`config.mk`:
```
export PLATFORM = sky130hd
export DESIGN_NAME = accpfx_regs
export DESIGN_NICKNAME = d
export VERILOG_FILES = /design/src/accpfx_pkg.sv /design/src/accpfx_axil.sv /design/src/accpfx_regs.sv
export SDC_FILE = /design/constraint.sdc
export NUM_CORES = 1
export LEC_CHECK = 0
export ABC_CLOCK_PERIOD_IN_PS = 6960
export BUFFER_PORTS_ARGS = -buffer_cell sky130_fd_sc_hd__buf_2
export CAP_MARGIN = 10
export CORE_ASPECT_RATIO = 0.7
export CORE_MARGIN = 5
export CORE_UTILIZATION = 55
export DETAILED_ROUTE_END_ITERATION = 10
export PLACE_DENSITY = 0.81
export SLEW_MARGIN = 15
export SYNTH_ARGS = -nofsm -noshare
export SYNTH_HDL_FRONTEND = slang
export SYNTH_SLANG_ARGS = --single-unit
export TNS_END_PERCENT = 10
```
`constraint.sdc`:
```
create_clock -name clk_i -period 6.96 [get_ports clk_i]
set_clock_uncertainty 0.2 [all_clocks]
set_input_delay 0.696 -clock clk_i [delete_from_list [all_inputs] [get_ports clk_i]]
set_output_delay 0.696 -clock clk_i [all_outputs]
set_load 0.005 [all_outputs]
```
`src/accpfx_pkg.sv`:
```
// package: constants and carriers for accumulator three and prefix block
package accpfx_pkg;
  localparam int unsigned DATA_W = 16;
  localparam logic [15:0] ACC3_RST = 16'h0000;
  localparam logic [15:0] PFX_RST  = 16'h0000;
  localparam int unsigned PFX_LO_W = 8;
  localparam int unsigned PFX_HI_LSB = 8;
  localparam logic [3:0] PFX_EXT_MIN = 4'h1;
  localparam logic [3:0] PFX_EXT_MAX = 4'h7;
  // register map byte addresses (word aligned)
  localparam logic [7:0] ADDR_ACC3   = 8'h00;
  localparam logic [7:0] ADDR_PFX    = 8'h04;
  localparam logic [7:0] ADDR_STATUS = 8'h08;
  localparam logic [7:0] ADDR_XFER   = 8'h0c;
  localparam logic [7:0] ADDR_RESULT = 8'h10;
  localparam logic [7:0] ADDR_SEL    = 8'h14;
  localparam logic [1:0] RESP_OKAY   = 2'b00;
  localparam logic [1:0] RESP_SLVERR = 2'b10;
  localparam logic [1:0] ACC3_SEL_CODE = 2'h3;

  typedef struct packed {
    logic [15:0] acc3;
    logic [7:0]  pfx_lo;
    logic        pfx_armed;
    logic [1:0]  acc_ptr;
  } accpfx_state_s;

  typedef struct packed {
    logic [7:0]  src8;
    logic [2:0]  ext_src;
    logic [2:0]  ext_dst;
  } accpfx_xfer_s;
endpackage

```
`src/accpfx_axil.sv`:
```
// AXI4-Lite slave front end: one write and one read at a time
`timescale 1ns/100ps
module accpfx_axil
  import accpfx_pkg::*;
(
  input  wire logic        clk_i,
  input  wire logic        sys_rst_i,
  input  wire logic [7:0]  awaddr_i,
  input  wire logic        awvalid_i,
  output logic             awready_o,
  input  wire logic [31:0] wdata_i,
  input  wire logic [3:0]  wstrb_i,
  input  wire logic        wvalid_i,
  output logic             wready_o,
  output logic [1:0]       bresp_o,
  output logic             bvalid_o,
  input  wire logic        bready_i,
  input  wire logic [7:0]  araddr_i,
  input  wire logic        arvalid_i,
  output logic             arready_o,
  output logic [31:0]      rdata_o,
  output logic [1:0]       rresp_o,
  output logic             rvalid_o,
  input  wire logic        rready_i,
  output logic             wr_o,
  output logic [7:0]       wr_addr_o,
  output logic [31:0]      wr_data_o,
  output logic [3:0]       wr_strb_o,
  input  wire logic        wr_ok_i,
  output logic             rd_o,
  output logic [7:0]       rd_addr_o,
  input  wire logic [31:0] rd_data_i,
  input  wire logic        rd_ok_i
);
  logic        aw_r, aw_nxt, w_r, w_nxt, b_r, b_nxt, r_r, r_nxt;
  logic [7:0]  awa_r, awa_nxt;
  logic [31:0] wd_r, wd_nxt, rd_r, rd_nxt;
  logic [3:0]  ws_r, ws_nxt;
  logic [1:0]  br_r, br_nxt, rr_r, rr_nxt;

  assign awready_o = !aw_r && !b_r;
  assign wready_o  = !w_r && !b_r;
  assign arready_o = !r_r;
  assign bvalid_o  = b_r;
  assign bresp_o   = br_r;
  assign rvalid_o  = r_r;
  assign rresp_o   = rr_r;
  assign rdata_o   = rd_r;
  assign wr_o      = aw_r && w_r && !b_r;
  assign wr_addr_o = awa_r;
  assign wr_data_o = wd_r;
  assign wr_strb_o = ws_r;
  assign rd_o      = arvalid_i && !r_r;
  assign rd_addr_o = araddr_i;

  always_comb begin
    aw_nxt = aw_r; w_nxt = w_r; b_nxt = b_r; r_nxt = r_r;
    awa_nxt = awa_r; wd_nxt = wd_r; ws_nxt = ws_r;
    br_nxt = br_r; rr_nxt = rr_r; rd_nxt = rd_r;
    if (awvalid_i && awready_o) begin
      aw_nxt = 1'b1; awa_nxt = awaddr_i;
    end
    if (wvalid_i && wready_o) begin
      w_nxt = 1'b1; wd_nxt = wdata_i; ws_nxt = wstrb_i;
    end
    if (wr_o) begin
      aw_nxt = 1'b0; w_nxt = 1'b0; b_nxt = 1'b1;
      br_nxt = wr_ok_i ? RESP_OKAY : RESP_SLVERR;
    end
    if (b_r && bready_i) b_nxt = 1'b0;
    if (rd_o) begin
      r_nxt = 1'b1; rd_nxt = rd_data_i;
      rr_nxt = rd_ok_i ? RESP_OKAY : RESP_SLVERR;
    end
    if (r_r && rready_i) r_nxt = 1'b0;
  end

  always_ff @(posedge clk_i or posedge sys_rst_i) begin
    if (sys_rst_i) begin
      aw_r <= 1'b0; w_r <= 1'b0; b_r <= 1'b0; r_r <= 1'b0;
      awa_r <= 8'h00; wd_r <= 32'h0000_0000; ws_r <= 4'h0;
      br_r <= RESP_OKAY; rr_r <= RESP_OKAY; rd_r <= 32'h0000_0000;
    end else begin
      aw_r <= aw_nxt; w_r <= w_nxt; b_r <= b_nxt; r_r <= r_nxt;
      awa_r <= awa_nxt; wd_r <= wd_nxt; ws_r <= ws_nxt;
      br_r <= br_nxt; rr_r <= rr_nxt; rd_r <= rd_nxt;
    end
  end
endmodule // accpfx_axil

```
`src/accpfx_regs.sv`:
```
// accumulator three and one-shot prefix register with AXI4-Lite access
// Function
// - every reset clears accumulator three and prefix register to zero
// - accumulator three is free read/write, working or selected accumulator
// - prefix write arms it; a transfer write that is the next bus write gets low byte on top of 8-bit source
// - prefix keeps its value until the next bus write, then clears itself
// - prefix read while not armed delivers zero
// - prefix bits 15:8 are reserved and read zero
// - prefix subdecodes one to seven extend source/destination index
`timescale 1ns/100ps
module accpfx_regs
  import accpfx_pkg::*;
(
  input  wire logic        clk_i,
  input  wire logic        sys_rst_i,
  input  wire logic [7:0]  s_axil_awaddr_i,
  input  wire logic        s_axil_awvalid_i,
  output logic             s_axil_awready_o,
  input  wire logic [31:0] s_axil_wdata_i,
  input  wire logic [3:0]  s_axil_wstrb_i,
  input  wire logic        s_axil_wvalid_i,
  output logic             s_axil_wready_o,
  output logic [1:0]       s_axil_bresp_o,
  output logic             s_axil_bvalid_o,
  input  wire logic        s_axil_bready_i,
  input  wire logic [7:0]  s_axil_araddr_i,
  input  wire logic        s_axil_arvalid_i,
  output logic             s_axil_arready_o,
  output logic [31:0]      s_axil_rdata_o,
  output logic [1:0]       s_axil_rresp_o,
  output logic             s_axil_rvalid_o,
  input  wire logic        s_axil_rready_i,
  output logic [15:0]      acc3_o,
  output logic             acc3_active_o,
  output logic [2:0]       ext_src_o,
  output logic [2:0]       ext_dst_o
);
  logic        wr, rd, wr_ok, rd_ok;
  logic [7:0]  wr_addr, rd_addr;
  logic [31:0] wr_data, rd_data;
  logic [3:0]  wr_strb;
  accpfx_state_s st_r, st_nxt;
  accpfx_xfer_s  xf_r, xf_nxt;
  logic [15:0]   res_r, res_nxt;
  logic [3:0]    pfx_sub_r, pfx_sub_nxt;
  logic          pfx_rd_hit;

  accpfx_axil u_bus (
    .clk_i     (clk_i),
    .sys_rst_i (sys_rst_i),
    .awaddr_i  (s_axil_awaddr_i),
    .awvalid_i (s_axil_awvalid_i),
    .awready_o (s_axil_awready_o),
    .wdata_i   (s_axil_wdata_i),
    .wstrb_i   (s_axil_wstrb_i),
    .wvalid_i  (s_axil_wvalid_i),
    .wready_o  (s_axil_wready_o),
    .bresp_o   (s_axil_bresp_o),
    .bvalid_o  (s_axil_bvalid_o),
    .bready_i  (s_axil_bready_i),
    .araddr_i  (s_axil_araddr_i),
    .arvalid_i (s_axil_arvalid_i),
    .arready_o (s_axil_arready_o),
    .rdata_o   (s_axil_rdata_o),
    .rresp_o   (s_axil_rresp_o),
    .rvalid_o  (s_axil_rvalid_o),
    .rready_i  (s_axil_rready_i),
    .wr_o      (wr),
    .wr_addr_o (wr_addr),
    .wr_data_o (wr_data),
    .wr_strb_o (wr_strb),
    .wr_ok_i   (wr_ok),
    .rd_o      (rd),
    .rd_addr_o (rd_addr),
    .rd_data_i (rd_data),
    .rd_ok_i   (rd_ok)
  );

  assign wr_ok = (wr_addr == ADDR_ACC3) || (wr_addr == ADDR_PFX)
              || (wr_addr == ADDR_XFER) || (wr_addr == ADDR_SEL);
  assign rd_ok = (rd_addr <= ADDR_SEL) && (rd_addr[1:0] == 2'b00);
  assign pfx_rd_hit = rd && (rd_addr == ADDR_PFX);

  // read mux; prefix upper byte always zero
  always_comb begin
    rd_data = 32'h0000_0000;
    unique case (rd_addr)
      ADDR_ACC3:   rd_data[15:0] = st_r.acc3;
      ADDR_PFX:    rd_data[15:0] = st_r.pfx_armed ?
                     {8'h00, st_r.pfx_lo} : 16'h0000;
      ADDR_STATUS: rd_data[7:0] = {3'h0, pfx_sub_r, st_r.pfx_armed};
      ADDR_RESULT: rd_data[15:0] = res_r;
      ADDR_SEL:    rd_data[1:0] = st_r.acc_ptr;
      default:     rd_data = 32'h0000_0000;
    endcase
  end

  always_comb begin
    st_nxt = st_r;
    xf_nxt = xf_r;
    res_nxt = res_r;
    pfx_sub_nxt = pfx_sub_r;
    // one-shot: the next bus write, whatever its target, uses up the prefix;
    // a per-clock one-shot could never be seen across the bus
    if (st_r.pfx_armed && wr) begin
      st_nxt.pfx_armed = 1'b0;
      st_nxt.pfx_lo = 8'h00;
      pfx_sub_nxt = 4'h0;
    end
    // reading consumes nothing; an armed prefix is used up by the next bus write
    if (wr) begin
      unique case (wr_addr)
        ADDR_ACC3: begin
          if (wr_strb[0]) st_nxt.acc3[7:0] = wr_data[7:0];
          if (wr_strb[1]) st_nxt.acc3[15:8] = wr_data[15:8];
        end
        ADDR_PFX: begin
          st_nxt.pfx_armed = 1'b1;
          st_nxt.pfx_lo = wr_strb[0] ? wr_data[7:0] : 8'h00;
          // subdecode in bits 19:16 of the write word
          pfx_sub_nxt = wr_data[19:16];
        end
        ADDR_XFER: begin
          xf_nxt.src8 = wr_data[7:0];
          // prefix high byte only if armed the instruction before
          res_nxt = {st_r.pfx_armed ? st_r.pfx_lo : 8'h00,
                     wr_data[7:0]};
          if (st_r.pfx_armed && pfx_sub_r >= PFX_EXT_MIN
              && pfx_sub_r <= PFX_EXT_MAX) begin
            xf_nxt.ext_src = pfx_sub_r[2:0];
            xf_nxt.ext_dst = pfx_sub_r[2:0];
          end else begin
            xf_nxt.ext_src = 3'h0;
            xf_nxt.ext_dst = 3'h0;
          end
        end
        ADDR_SEL: st_nxt.acc_ptr = wr_data[1:0];
        default: ;
      endcase
    end
  end

  always_ff @(posedge clk_i or posedge sys_rst_i) begin
    if (sys_rst_i) begin
      st_r <= '{acc3: ACC3_RST, pfx_lo: PFX_RST[7:0], pfx_armed: 1'b0,
                acc_ptr: 2'h0};
      xf_r <= '0;
      res_r <= 16'h0000;
      pfx_sub_r <= 4'h0;
    end else begin
      st_r <= st_nxt;
      xf_r <= xf_nxt;
      res_r <= res_nxt;
      pfx_sub_r <= pfx_sub_nxt;
    end
  end

  assign acc3_o = st_r.acc3;
  assign acc3_active_o = (st_r.acc_ptr == ACC3_SEL_CODE);
  assign ext_src_o = xf_r.ext_src;
  assign ext_dst_o = xf_r.ext_dst;
endmodule // accpfx_regs

```
# Word-level counts from Yosys, hierarchy flattened
# Cells that the tools add are included.
totals:
  input_bits: 59
  wordCells: 85
  ff_bits: 107
  output_inout_bits: 64
classes:
  n_lt_le_gt_ge: 3
  n_mux: 24
  eq_ne: 8
  reduce_logical: 31
ops:
  columns: ["cell", "count"]
  rows:
  - ["equality test 8 x 5 -> 1 bit, second input constant", 3]
  - ["two-way mux 8 bit", 3]
  - ["one-hot mux 6 bit (4 select lines)", 1]
  - ["one-hot mux 8 bit (3 select lines)", 1]
  - ["two-way mux 9 bit", 2]
  - ["equality test 8 x 3 -> 1 bit, second input constant", 2]
  - ["equality test 8 x 4 -> 1 bit, second input constant", 2]
  - ["logical NOT 8 bit", 2]
  - ["logical AND 1 bit", 13]
  - ["two-way mux 4 bit", 3]
  - ["two-way mux 11 bit", 1]
  - ["one-hot mux 2 bit (5 select lines)", 1]
  - ["less-or-equal comparator 8 x 5 -> 1 bit, second input constant", 1]
  - ["two-way mux 1 bit", 8]
  - ["nonzero test 2 bit", 4]
  - ["two-way mux 2 bit", 3]
  - ["two-way mux 6 bit", 1]
  - ["AND reduction 3 bit", 2]
  - ["greater-or-equal comparator 4 x 1 -> 1 bit, second input constant", 1]
  - ["less-or-equal comparator 4 x 3 -> 1 bit, second input constant", 1]
  - ["logical NOT 1 bit", 4]
  - ["AND reduction 2 bit", 2]
  - ["logical OR 1 bit", 3]
  - ["equality test 2 bit, second input constant", 1]
  - ["logical NOT 2 bit", 1]

# Depth between registers and ports, before layout
# Gate-level depths: netlist of the first run.
depth:
  ltp_word: 6
  ltp_mapped: 7
  depth_no_buf: 4

# Cells and area by module
# A second synthesis of the first run with hierarchy kept.
unflattened:
  hier_cells: 466
  area_unflattened_um2: 6005.8
by_module_without_submodules:
  columns: ["mod", "cells_each", "instances", "area_per_inst_um2", "seq_area_each_um2"]
  rows:
  - ["accpfx_axil", 198, 1, 3231.8, 2052.0]
  - ["accpfx_regs", 268, 1, 2773.9, 1251.2]

# Worst setup path before layout of the first run
# Ideal clock, no wire load.
synth_timing:
  kind: "input to register"
  from: "input port s_axil_araddr_i[3]"
  to: "register u_bus.rd_r[10] (netlist: u_bus.rdata_o[10])"
  setup_ns: 0.070
  path_buffers: 1
  setup_slack_ns: 4.475
  path_stages: 5
  arrival_time_ns: 2.215
  t_required_ns: 6.690
  path_cell_list: "or4_1 -> clkbuf_1 -> nor4_1 -> a22oi_1 -> nand2_1"
synth_via:
  elab_chain_len: 2
  elab_cells_between_ends: 4
  classes_between: "eq/ne (2); mux (1); reduce/logical (1)"
synth_rtl:
  columns: ["item", "line", "rtl"]
  rows:
  - ["start, declared", "accpfx_regs.sv:26", "input wire logic [7:0] s_axil_araddr_i,"]
  - ["equality test 8 x 5 -> 1 bit (tied with other cells)", "accpfx_regs.sv:87", "unique case (rd_addr)"]
  - ["one-hot mux 8 bit (3 select lines) *", "accpfx_regs.sv:87", null]
  - ["end signal, assigned", "accpfx_axil.sv:86", "br_r <= br_nxt; rr_r <= rr_nxt; rd_r <= rd_nxt;"]
  - ["end, declared", "accpfx_axil.sv:37", "logic [31:0] wd_r, wd_nxt, rd_r, rd_nxt;"]
# Every way passes the cells marked *; elsewhere a longest branch is shown, timed or not.
# A chain may end at the register's enable or synchronous reset.

# Worst setup path in the final report of the first run
layout_timing:
  from: "register u_bus.awa_r[7] (netlist: u_bus.wr_addr_o[7])"
  to: "register res_r[1]"
layout_via:
  elab_chain_len: 2
layout_rtl:
  columns: ["item", "line", "rtl"]
  rows:
  - ["start, declared", "accpfx_axil.sv:36", "logic [7:0] awa_r, awa_nxt;"]
  - ["start signal, assigned", "accpfx_axil.sv:85", "awa_r <= awa_nxt; wd_r <= wd_nxt; ws_r <= ws_nxt;"]
  - ["equality test 8 x 4 -> 1 bit", "accpfx_regs.sv:112", "unique case (wr_addr)"]
  - ["AND reduction 2 bit (no source line)", null, null]
  - ["end signal, assigned", "accpfx_regs.sv:153", "res_r <= res_nxt;"]
  - ["end, declared", "accpfx_regs.sv:44", "logic [15:0] res_r, res_nxt;"]
# No other way between the ends.

==> results.cfg, run 1 <==
[critical_path]
critical-path-top-cell-by-count = sky130_fd_sc_hd__or4_1
path_max_fanout = 23
cp_slowest_cell = sky130_fd_sc_hd__or4_1
path_class = flop to flop
timing.critical_path.required_ns = 6.98
crit_chain = or4_1, or4_1, mux2_4
worstPathArrival_ns = 2.67
worst_path_largest_cell_delay_ns = 0.87
setup.worst_path.start_class = flop
slack_of_the_worst_reg_to_reg_path_ns = 4.30
critical_path.endpoint_type = flop

[cts]
tritoncts = built
hold_buffer_count_at_cts = 0
path_clk_slew_ns = 0.06
post-cts-setup-buffer-count = 0
cts-resized-gates = 0
cts.path.max_buffers = 2
clock_tree.root_cell = sky130_fd_sc_hd__clkbuf_16
cts_sinks = 102
numCtsBuffers = 9
later_pin_clock_latency_in_the_skew_report_ns = 0.34
cts-htree-levels = 3

[placed_design]
placement.io_buffers = 90
routabilityCongestion = 0.844
dp.final_hpwl_um = 7140
placement.setup.worst_slack_ns = 4.05

[pwr]
ir_worst_vdd_mv = 0.174
total_power_mw = 1.65
power.density_nw_per_um2 = 320
power_leakage_nw = 2.59

[grt]
global_route.overflow_total = 0
grt_start_max_net_pins = 66
grt_pass1_vias = 3218
grt_use_total_pct = 19.8
number_of_antenna_violations_at_the_first_check_in_global_routing = 0
grt_pass1_wl_um = 16300

[floorplan]
initial_core_util_pct = 57.2
io_pins = 123
die-width_um = 119
floorplan.rows = 27
dieHeight_um = 86
design.core.area_um2 = 7940
die_area_um2 = 10200

[synthesis]
ys_warn_count = 0
syn-mean-instance-area_um2 = 11.6
synth.cell_area_um2 = 4540
synthesis.instances = 391
synth_async_sr_flop_share_pct = 100
ys_seq_elements = 102
count_of_cell_types_in_the_netlist = 38
ys_top_cells_by_area = sky130_fd_sc_hd__dfrtp_1 56%, sky130_fd_sc_hd__mux2_2 11%, sky130_fd_sc_hd__buf_4 6.1%
synth.yosys.seq_area_share_pct = 56.2
synth_edf_count = 0
primary_ff_master_synth = sky130_fd_sc_hd__dfrtp_1
synth_top_cell_by_area = sky130_fd_sc_hd__dfrtp_1
yosys.area.top_type_share_pct = 56.2

[layout]
drive_gt1_share_pct = 35.3
layout.core_utilization_pct = 64.8
antenna_cells_inserted = 0
most-common-layout-cells = 102 x sky130_fd_sc_hd__dfrtp_1, 90 x sky130_fd_sc_hd__buf_2, 46 x sky130_fd_sc_hd__mux2_2, 44 x sky130_fd_sc_hd__nand2_1, 22 x sky130_fd_sc_hd__o21ai_0
final_common_cell = sky130_fd_sc_hd__dfrtp_1
layout-area-overhead-vs-synth_pct = 13.4
nNetsFinal = 519

[timing]
max_slew.worst_pin.slew_ns = 1.11
rsz_0062_raised_after_global_routing = no
slew_viol_final = 0
max-slew-margin-rel_pct = 25.6
holdWs_ns = 0.181
final-setup-viol-count = 0
period_minus_slack_ns = 2.66
timing_hold_violations_final = 0
max_freq_mhz = 377
final_critical_path_setup_slack_ns = 4.30
final_clock_period_utilization_by_the_worst_path_pct = 38.2
fin_setup_tns_ns = 0

[route]
antenna_left = 0
detail_route.iter0.violations = 174
num_vias = 3136
drt-vias-per-instance = 5.55
first_pass_iters = 4
detail_route.wl_per_cell_um = 17.1
post-route-drc-count = 0
postRouteWirelength_um = 9670

[flow_run]
max_cap_violations = 0

[outcome]
run_status = finished, final reports clean

[min_path]
min_path_type = input port to async pin
==> cell usage after synthesis, types with 4 or more instances <==
master,count
sky130_fd_sc_hd__nor4_1,7
sky130_fd_sc_hd__or4_1,5
sky130_fd_sc_hd__a22oi_1,8
sky130_fd_sc_hd__buf_4,37
sky130_fd_sc_hd__inv_1,9
sky130_fd_sc_hd__nor3_1,4
sky130_fd_sc_hd__o21ai_0,22
sky130_fd_sc_hd__a22o_1,15
sky130_fd_sc_hd__dfrtp_1,102
sky130_fd_sc_hd__nand2_1,44
sky130_fd_sc_hd__mux2_2,46
sky130_fd_sc_hd__a21oi_1,10
sky130_fd_sc_hd__mux2_4,5
sky130_fd_sc_hd__nand3_1,8
sky130_fd_sc_hd__nor2_1,15
sky130_fd_sc_hd__mux2i_1,8
sky130_fd_sc_hd__clkbuf_1,11
==> routing by layer <==
metal	GRT usage [%]	vias up	wire length, um	share of wire (%)
met2	30.4	112	4380	45
met5	0	-	0	0
met1	27.8	1559	4340	45
met3	6.72	8	837	8.7
met4	4.22	0	112	1.2
li1	-	1457	-	-
==> registers in the layout, indices dropped and copies added (netlist names), named ones only <==
signal and cells:
u_bus.wr_strb_o 2, u_bus.rvalid_o 1, res_r 16, u_bus.rdata_o 16, acc3_o 16, u_bus.bvalid_o 1
ext_src_o 3, pfx_sub_r 4, u_bus.wr_data_o 20, u_bus.aw_r 1, u_bus.w_r 1, u_bus.rresp_o 1
u_bus.bresp_o 1, st_r 10, u_bus.wr_addr_o 8
==> power breakdown <==
part           leakage (nW)  switching [mW]  total (mW)  internal (mW)
sequential             1.34           0.117       0.852          0.735
clock                 0.139           0.202       0.478          0.276
combinational          1.11           0.144       0.317          0.173
==> stage by stage <==
step	instance area (um2)	std cells
global route	5140	565
CTS	5140	565
floorplan	4600	408
detailed placement	4860	550
global placement	4860	550
finish	5140	565
==> cell families (layout without fill, tap and decap cells) <==
group / count (synthesis) / after routing / synth area share [%]
AO/OA/AOI/OAI: 63 / 63 / 9.18
buffers and inverters: 62 / 118 / 8.44
flip-flops: 102 / 102 / 56.2
multiplexers: 59 / 59 / 14.8
other: 1 / 18 / 0.0826
AND/OR/NAND/NOR: 104 / 104 / 11.2
==> final cells by class <==
cell class	count	area, um2
Sequential cell	102	2550
Timing Repair Buffer	94	480
Multi-Input combinational cell	244	1670
Clock buffer	11	233
Fill cell	616	2790
Inverter	9	36.3
Clock inverter	4	48.8
Tap cell	101	126
==> worst max-delay path, delay by kind of cell (launching register included) <==
kind          cells  cell delay (ns)
simple gates      2             1.49
mux               1             0.45
flops             1             0.39
==> final timing paths <==
| kind | from | end | depth (start not counted) |
|---|---|---|---|
| setup / recovery | u_bus.wr_addr_o[7]$_DFFE_PP0P_ | res_r[1]$_DFFE_PP0P_ | 3 |
| hold / removal | sys_rst_i | u_bus.rdata_o[1]$_DFFE_PP0P_ | 2 |
| setup reg to reg | u_bus.wr_addr_o[7]$_DFFE_PP0P_ | res_r[1]$_DFFE_PP0P_ | 3 |
| hold reg to reg | u_bus.rdata_o[5]$_DFFE_PP0P_ | u_bus.rdata_o[5]$_DFFE_PP0P_ | 2 |
| max in group asynchronous | sys_rst_i | u_bus.wr_data_o[17]$_DFFE_PP0P_ | 3 |
| min in group clk_i | u_bus.rdata_o[5]$_DFFE_PP0P_ | u_bus.rdata_o[5]$_DFFE_PP0P_ | 2 |
Power figures use the tool's default switching activity.
==> inputs of run 2 (changes only) <==
--- a/config.mk
+++ b/config.mk
@@ -5,14 +5,15 @@
 export SDC_FILE = /design/constraint.sdc
 export NUM_CORES = 1
 export LEC_CHECK = 0
-export ABC_CLOCK_PERIOD_IN_PS = 6960
+export ABC_AREA = 1
+export ABC_CLOCK_PERIOD_IN_PS = 2100
 export BUFFER_PORTS_ARGS = -buffer_cell sky130_fd_sc_hd__buf_2
 export CAP_MARGIN = 10
 export CORE_ASPECT_RATIO = 0.7
 export CORE_MARGIN = 5
-export CORE_UTILIZATION = 55
+export CORE_UTILIZATION = 48
 export DETAILED_ROUTE_END_ITERATION = 10
-export PLACE_DENSITY = 0.81
+export PLACE_DENSITY = 0.75
 export SLEW_MARGIN = 15
 export SYNTH_ARGS = -nofsm -noshare
 export SYNTH_HDL_FRONTEND = slang
==> constraint.sdc (replaced) <==
create_clock -name clk_i -period 2.1 [get_ports clk_i]
set_clock_uncertainty 0.2 [all_clocks]
set_input_delay 0.21 -clock clk_i [delete_from_list [all_inputs] [get_ports clk_i]]
set_output_delay 0.21 -clock clk_i [all_outputs]
set_load 0.005 [all_outputs]
==> run 2 against run 1 <==
Effect of this change:
- flip-flop and latch count stayed put
- die area is 17% higher
- sequential share of layout area is 4.9 points lower
- worst hold slack worse by 0.14 ns
- fmax is 35% higher
- global-route usage is 0.38 points lower
- combinational power grew to 4.0 times the previous value
==> results.cfg, run 2 <==
[pwr]
total_power_mw = 5.52
ir_worst_vdd_mv = 0.549
power_leakage_nw = 2.95
power.density_nw_per_um2 = 967

[synthesis]
synth.cell_area_um2 = 4700
synth_common_cells = 110 x sky130_fd_sc_hd__nand2_1, 102 x sky130_fd_sc_hd__dfrtp_1, 53 x sky130_fd_sc_hd__nor2_1
synthMostInstantiatedCell = sky130_fd_sc_hd__nand2_1
synthesis.instances = 528
primary_ff_master_synth = sky130_fd_sc_hd__dfrtp_1
synth_edf_count = 0
ys_top_cells_by_area = sky130_fd_sc_hd__dfrtp_1 54%, sky130_fd_sc_hd__nand2_1 8.8%, sky130_fd_sc_hd__buf_4 6.1%
synth.yosys.seq_area_share_pct = 54.3
syn-mean-instance-area_um2 = 8.90
yosys.area.top_type_share_pct = 54.3
synth_top_cell_by_area = sky130_fd_sc_hd__dfrtp_1
count_of_cell_types_in_the_netlist = 27
ys_seq_elements = 102
ys_warn_count = 0
synth_async_sr_flop_share_pct = 100

[critical_path]
startpoint_of_the_most_critical_register_to_register_path = u_bus.aw_r$_DFFE_PP0P_
count_of_cells_along_the_worst_register_to_register_path = 7
critical_path.endpoint_type = flop
timing.critical_path.required_ns = 2.11
path_max_fanout = 38
regToRegEndpoint = res_r[10]$_DFFE_PP0P_
setup.worst_path.start_class = flop
path_class = flop to flop
slack_of_the_worst_reg_to_reg_path_ns = 0.14
worstPathArrival_ns = 1.97

[route]
detail_route.iter0.violations = 227
post-route-drc-count = 0
num_vias = 3775
postRouteWirelength_um = 11200
detail_route.wl_per_cell_um = 14.6
first_pass_iters = 5
drt-vias-per-instance = 4.93
antenna_left = 0

[timing]
slew_viol_final = 0
period_minus_slack_ns = 1.96
final_clock_period_utilization_by_the_worst_path_pct = 93.3
timing_hold_violations_final = 0
max_slew.worst_pin.slew_ns = 0.545
fin_setup_tns_ns = 0
max-slew-margin-rel_pct = 63.6
final_critical_path_setup_slack_ns = 0.140
rsz_0062_raised_after_global_routing = no
final-setup-viol-count = 0
max_freq_mhz = 510

[floorplan]
die-width_um = 128
design.core.area_um2 = 9610
die_area_um2 = 11900
io_pins = 123
dieHeight_um = 92.8
floorplan.rows = 30
initial_core_util_pct = 48.9

[grt]
global_route.overflow_total = 0
grt_pass1_vias = 3671
grt_start_max_net_pins = 68
grt_use_total_pct = 19.5
grt_pass1_wl_um = 18200
number_of_antenna_violations_at_the_first_check_in_global_routing = 0

[layout]
regArea_um2 = 2550
largest_register_ffs = 20
nNetsFinal = 691
fillerInstances = 826
drive_gt1_share_pct = 23.2
layout.core_utilization_pct = 59.4
most-common-layout-cells = 110 x sky130_fd_sc_hd__nand2_1, 102 x sky130_fd_sc_hd__dfrtp_1, 90 x sky130_fd_sc_hd__buf_2, 53 x sky130_fd_sc_hd__nor2_1
final_common_cell = sky130_fd_sc_hd__nand2_1
layout-area-overhead-vs-synth_pct = 21.4
fin_cells = 765
antenna_cells_inserted = 0
multiInputGateArea_um2 = 1640

[min_path]
min-delay-start = s_axil_araddr_i[6]
min_path_type = input port to flop
whs_path_depth = 5
endpoint_of_the_worst_hold_path = u_bus.rresp_o[1]$_DFFE_PP0P_

[cts]
cts-htree-levels = 3
cts.path.max_buffers = 2
tritoncts = built
cts_sinks = 102
clock_tree.root_cell = sky130_fd_sc_hd__clkbuf_16
numCtsBuffers = 9
post-cts-setup-buffer-count = 0
path_clk_slew_ns = 0.08
later_pin_clock_latency_in_the_skew_report_ns = 0.35

[placed_design]
routabilityCongestion = 0.835
dp.final_hpwl_um = 7900
placement.setup.worst_slack_ns = 0.217
placement.io_buffers = 90
dp_cells = 716

[outcome]
run_status = finished, final reports clean

[flow_run]
max_cap_violations = 0
-- run 2: cell count changes after synthesis, sizes merged, moves of 8 or more --
cell / previous run / this run
nand2: 46 / 111
o21ai: 23 / 58
nor2: 15 / 53
inv: 9 / 45
a22o: 15 / 0
mux2i: 8 / 0
a22oi: 8 / 0
mux2: 51 / 6
nand3: 8 / 37
a21oi: 10 / 44
-- run 2: kinds of logic after synthesis --
family | synth area share, %
and+or+nand+nor | 19.4
AOI/OAI and AO/OA | 12.5
buffers and inverters | 12.4
other | 0.0798
muxes | 1.44
DFF | 54.3
-- run 2: critical path, cell delays in order, from the launching register on --
cell	delay, ns
sky130_fd_sc_hd__dfrtp_1	0.36
sky130_fd_sc_hd__inv_1	0.08
sky130_fd_sc_hd__nor3_4	0.43
sky130_fd_sc_hd__buf_4	0.23
sky130_fd_sc_hd__nand2_2	0.05
sky130_fd_sc_hd__buf_4	0.25
sky130_fd_sc_hd__nand2_1	0.11
sky130_fd_sc_hd__o21ai_0	0.09
-- run 2: how the worst max path moves through the flow --
stage,start,endpoint,slack [ns],depth (start not counted)
2_1_floorplan,u_bus.bvalid_o$_DFFE_PP0P_,acc3_o[7]$_DFFE_PP0P_,0.46,5
3_3_place_gp,u_bus.wr_addr_o[1]$_DFFE_PP0P_,acc3_o[5]$_DFFE_PP0P_,0.26,6
3_5_place_dp,u_bus.wr_addr_o[1]$_DFFE_PP0P_,acc3_o[4]$_DFFE_PP0P_,0.22,6
4_1_cts,u_bus.wr_addr_o[1]$_DFFE_PP0P_,acc3_o[6]$_DFFE_PP0P_,0.13,6
5_1_grt,u_bus.aw_r$_DFFE_PP0P_,res_r[2]$_DFFE_PP0P_,0.0009,7
6_report,u_bus.aw_r$_DFFE_PP0P_,res_r[10]$_DFFE_PP0P_,0.14,7
-- run 2: what timing repair did --
item / CTS / global route
endpoints found under the setup margin: 0 / 1
hold endpoints to repair: 134 / 0
gates resized for setup: 0 / 1
hold buffers: 33 / 0
-- run 2: routing by layer --
layer	wire length (um)	vias up	GRT usage (%)
met2	4810	133	28.0
met1	5200	1763	28.5
met4	208	0	5.74
li1	-	1861	-
met5	0	-	0
met3	971	18	5.53
-- run 2: layout make-up --
cell class | count | share of cell area [%]
flip-flops and latches | 102 | 44.7
multi-input cells | 339 | 28.7
repair buffers | 134 | 15.6
clock buffers | 9 | 3.95
inverters | 46 | 3.09
well taps | 128 | 2.81
clock inverters | 7 | 1.16
-- run 2: where the power goes --
part | switching, mW | internal (mW)
clock network | 0.783 | 0.831
registers | 0.226 | 2.40
logic | 0.802 | 0.476
total | 1.81 | 3.71
-- run 2: stage by stage --
stage	hold WS [ns]	area [um2]
after floorplan	0.106	4770
after global placement	0.111	5080
after detailed placement	0.111	5080
after CTS	0.0389	5700
after global routing	0.0876	5710
final	0.0403	5710
==> inputs of run 3 (changes only) <==
--- a/config.mk
+++ b/config.mk
@@ -5,15 +5,14 @@
 export SDC_FILE = /design/constraint.sdc
 export NUM_CORES = 1
 export LEC_CHECK = 0
-export ABC_AREA = 1
 export ABC_CLOCK_PERIOD_IN_PS = 2100
 export BUFFER_PORTS_ARGS = -buffer_cell sky130_fd_sc_hd__buf_2
 export CAP_MARGIN = 10
 export CORE_ASPECT_RATIO = 0.7
 export CORE_MARGIN = 5
-export CORE_UTILIZATION = 48
+export CORE_UTILIZATION = 47
 export DETAILED_ROUTE_END_ITERATION = 10
-export PLACE_DENSITY = 0.75
+export PLACE_DENSITY = 0.74
 export SLEW_MARGIN = 15
 export SYNTH_ARGS = -nofsm -noshare
 export SYNTH_HDL_FRONTEND = slang
==> run 3 against run 2 <==
Effect of this change:
- the flow now finishes with violations (setup timing)
- count of clock-buffer cells in the layout unchanged
- register-to-register slack lost 0.23 ns
- combinational power rose by 5%
- die area decreased by 1.3%
- sequential power up 7%
- final area increased by 1.3%
- via count down 12%
- critical path type unchanged
- critical endpoint is now res_r[2]$_DFFE_PP0P_
- largest power group unchanged
==> results.cfg, run 3 (same netlist as run 1, synthesis figures left out) <==
[outcome]
run_status = finished, violations left
violated_checks = setup timing

[route]
num_vias = 3312
drt-vias-per-instance = 5.13
detailroute.wirelength.met2_um = 4760
sum_of_routed_wire_segments_on_met1_um = 4750
detail_route.wl_per_cell_um = 16.2
first_pass_iters = 4
met3_length_um = 858
antenna_left = 0
highest-signal-layer = met4
detail_route.iter0.violations = 224
post-route-drc-count = 0
postRouteWirelength_um = 10500

[timing]
fin_setup_tns_ns = -0.655
max_freq_mhz = 456
final_clock_period_utilization_by_the_worst_path_pct = 104
max_slew.worst_pin.slew_ns = 0.550
rsz_0062_raised_after_global_routing = yes
period_minus_slack_ns = 2.19
slew_viol_final = 0
holdWs_ns = 0.0120
max-slew-margin-rel_pct = 63.3
timing_hold_violations_final = 0
final-setup-viol-count = 13
final_critical_path_setup_slack_ns = -0.0907

[grt]
number_of_antenna_violations_at_the_first_check_in_global_routing = 0
grt_use_total_pct = 18.4
grt_pass1_wl_um = 17000
grt_start_max_net_pins = 103
grt_pass1_vias = 3284
global_route.overflow_total = 0

[critical_path]
worstPathArrival_ns = 2.23
slack_of_the_worst_reg_to_reg_path_ns = -0.09
setup.worst_path.start_class = flop
critical_path.endpoint_type = flop
timing.critical_path.required_ns = 2.13
path_max_fanout = 23
path_class = flop to flop

[cts]
path_clk_slew_ns = 0.07
tritoncts = built
numCtsBuffers = 9
clock_tree.root_cell = sky130_fd_sc_hd__clkbuf_16
later_pin_clock_latency_in_the_skew_report_ns = 0.35
cts-htree-levels = 3
cts.path.max_buffers = 2
post-cts-setup-buffer-count = 0
cts_sinks = 102

[layout]
layout-area-overhead-vs-synth_pct = 27.4
regArea_um2 = 2550
fillerInstances = 762
drive_gt1_share_pct = 36.9
final_common_cell = sky130_fd_sc_hd__dfrtp_1
nNetsFinal = 572
multiInputGateArea_um2 = 1710
layout.core_utilization_pct = 60.4
largest_register_ffs = 20
antenna_cells_inserted = 0
post-route-cell-area_um2 = 5780
most-common-layout-cells = 102 x sky130_fd_sc_hd__dfrtp_1, 90 x sky130_fd_sc_hd__buf_2, 46 x sky130_fd_sc_hd__mux2_2, 44 x sky130_fd_sc_hd__nand2_1, 34 x sky130_fd_sc_hd__dlygate4sd3_1

[placed_design]
dp.final_hpwl_um = 7350
post_dp_cell_area_um2 = 5070
routabilityCongestion = 0.842
placement.io_buffers = 90

[min_path]
min_path_type = input port to flop

[floorplan]
io_pins = 123
design.core.area_um2 = 9570
initial_core_util_pct = 47.4
die-width_um = 127
die_area_um2 = 11800
dieHeight_um = 92.2
floorplan.rows = 30

[pwr]
power_leakage_nw = 2.87
ir_worst_vdd_mv = 0.631
power.density_nw_per_um2 = 1030
total_power_mw = 5.95

[flow_run]
max_cap_violations = 0
-- run 3: cell count changes in the layout (fill, tap and decap cells not counted), moves of 8 or more --
cell | previous run | this run
sky130_fd_sc_hd__nand2_1 | 110 | 44
sky130_fd_sc_hd__mux2_2 | 6 | 46
sky130_fd_sc_hd__nor2_1 | 53 | 15
sky130_fd_sc_hd__inv_1 | 44 | 8
sky130_fd_sc_hd__a21oi_1 | 44 | 10
sky130_fd_sc_hd__nand3_1 | 34 | 8
sky130_fd_sc_hd__o21ai_2 | 18 | 1
sky130_fd_sc_hd__a22o_1 | 0 | 15
sky130_fd_sc_hd__o21ai_1 | 13 | 2
sky130_fd_sc_hd__buf_4 | 9 | 19
sky130_fd_sc_hd__a22oi_1 | 0 | 8
sky130_fd_sc_hd__mux2i_1 | 0 | 8
-- run 3: timing repair --
item	4_1_cts	5_1_grt
resized for setup	8	3
cloned	1	0
hold buffers	34	0
setup endpoints to repair	45	44
pin swaps	3	7
hold endpoints to repair	135	0
-- run 3: worst max-delay path, cell delays in order (launching register included) --
cell	delay (ns)
sky130_fd_sc_hd__dfrtp_1	0.38
sky130_fd_sc_hd__or4_4	0.56
sky130_fd_sc_hd__or4_4	0.44
sky130_fd_sc_hd__buf_12	0.18
sky130_fd_sc_hd__mux2_4	0.31
-- run 3: worst paths after layout --
kind                                                end                      startpoint  cells past startpoint
setup / recovery                   res_r[2]$_DFFE_PP0P_  u_bus.wr_addr_o[7]$_DFFE_PP0P_                      4
hold / removal             u_bus.rdata_o[1]$_DFFE_PP0P_              s_axil_araddr_i[6]                      4
setup reg to reg                   res_r[2]$_DFFE_PP0P_  u_bus.wr_addr_o[7]$_DFFE_PP0P_                      4
hold reg to reg            u_bus.rdata_o[5]$_DFFE_PP0P_    u_bus.rdata_o[5]$_DFFE_PP0P_                      2
max in group asynchronous        pfx_sub_r[3]$_DFF_PP0_                       sys_rst_i                      4
min in group asynchronous  u_bus.rdata_o[0]$_DFFE_PP0P_                       sys_rst_i                      4
-- run 3: final cells by class --
type	instances	share of cell area, %
well taps	128	2.77
flip-flops and latches	102	44.2
clock buffers	9	3.90
clock inverters	7	1.69
repair buffers	146	17.2
inverters	9	0.649
multi-input cells	245	29.7
-- run 3: power breakdown --
group          internal, mW  leakage [nW]  switching (mW)
Clock                  1.05         0.152           0.750
Sequential             2.43          1.34           0.373
Combinational         0.758          1.38           0.587
Total                  4.24          2.87            1.71
-- run 3: per-layer routing --
metal | track usage (%) | vias to the layer above
met5 | 0 | -
met3 | 5.94 | 15
met4 | 4.46 | 0
li1 | - | 1565
met2 | 28.0 | 111
met1 | 25.7 | 1621
-- run 3: per-stage QoR --
stage          worst slack (ns)  std cells
6_report                -0.0907        646
5_1_grt                  -0.113        646
4_1_cts                 -0.0866        646
3_5_place_dp             -0.177        595
3_3_place_gp             -0.126        595
2_1_floorplan            -0.186        408
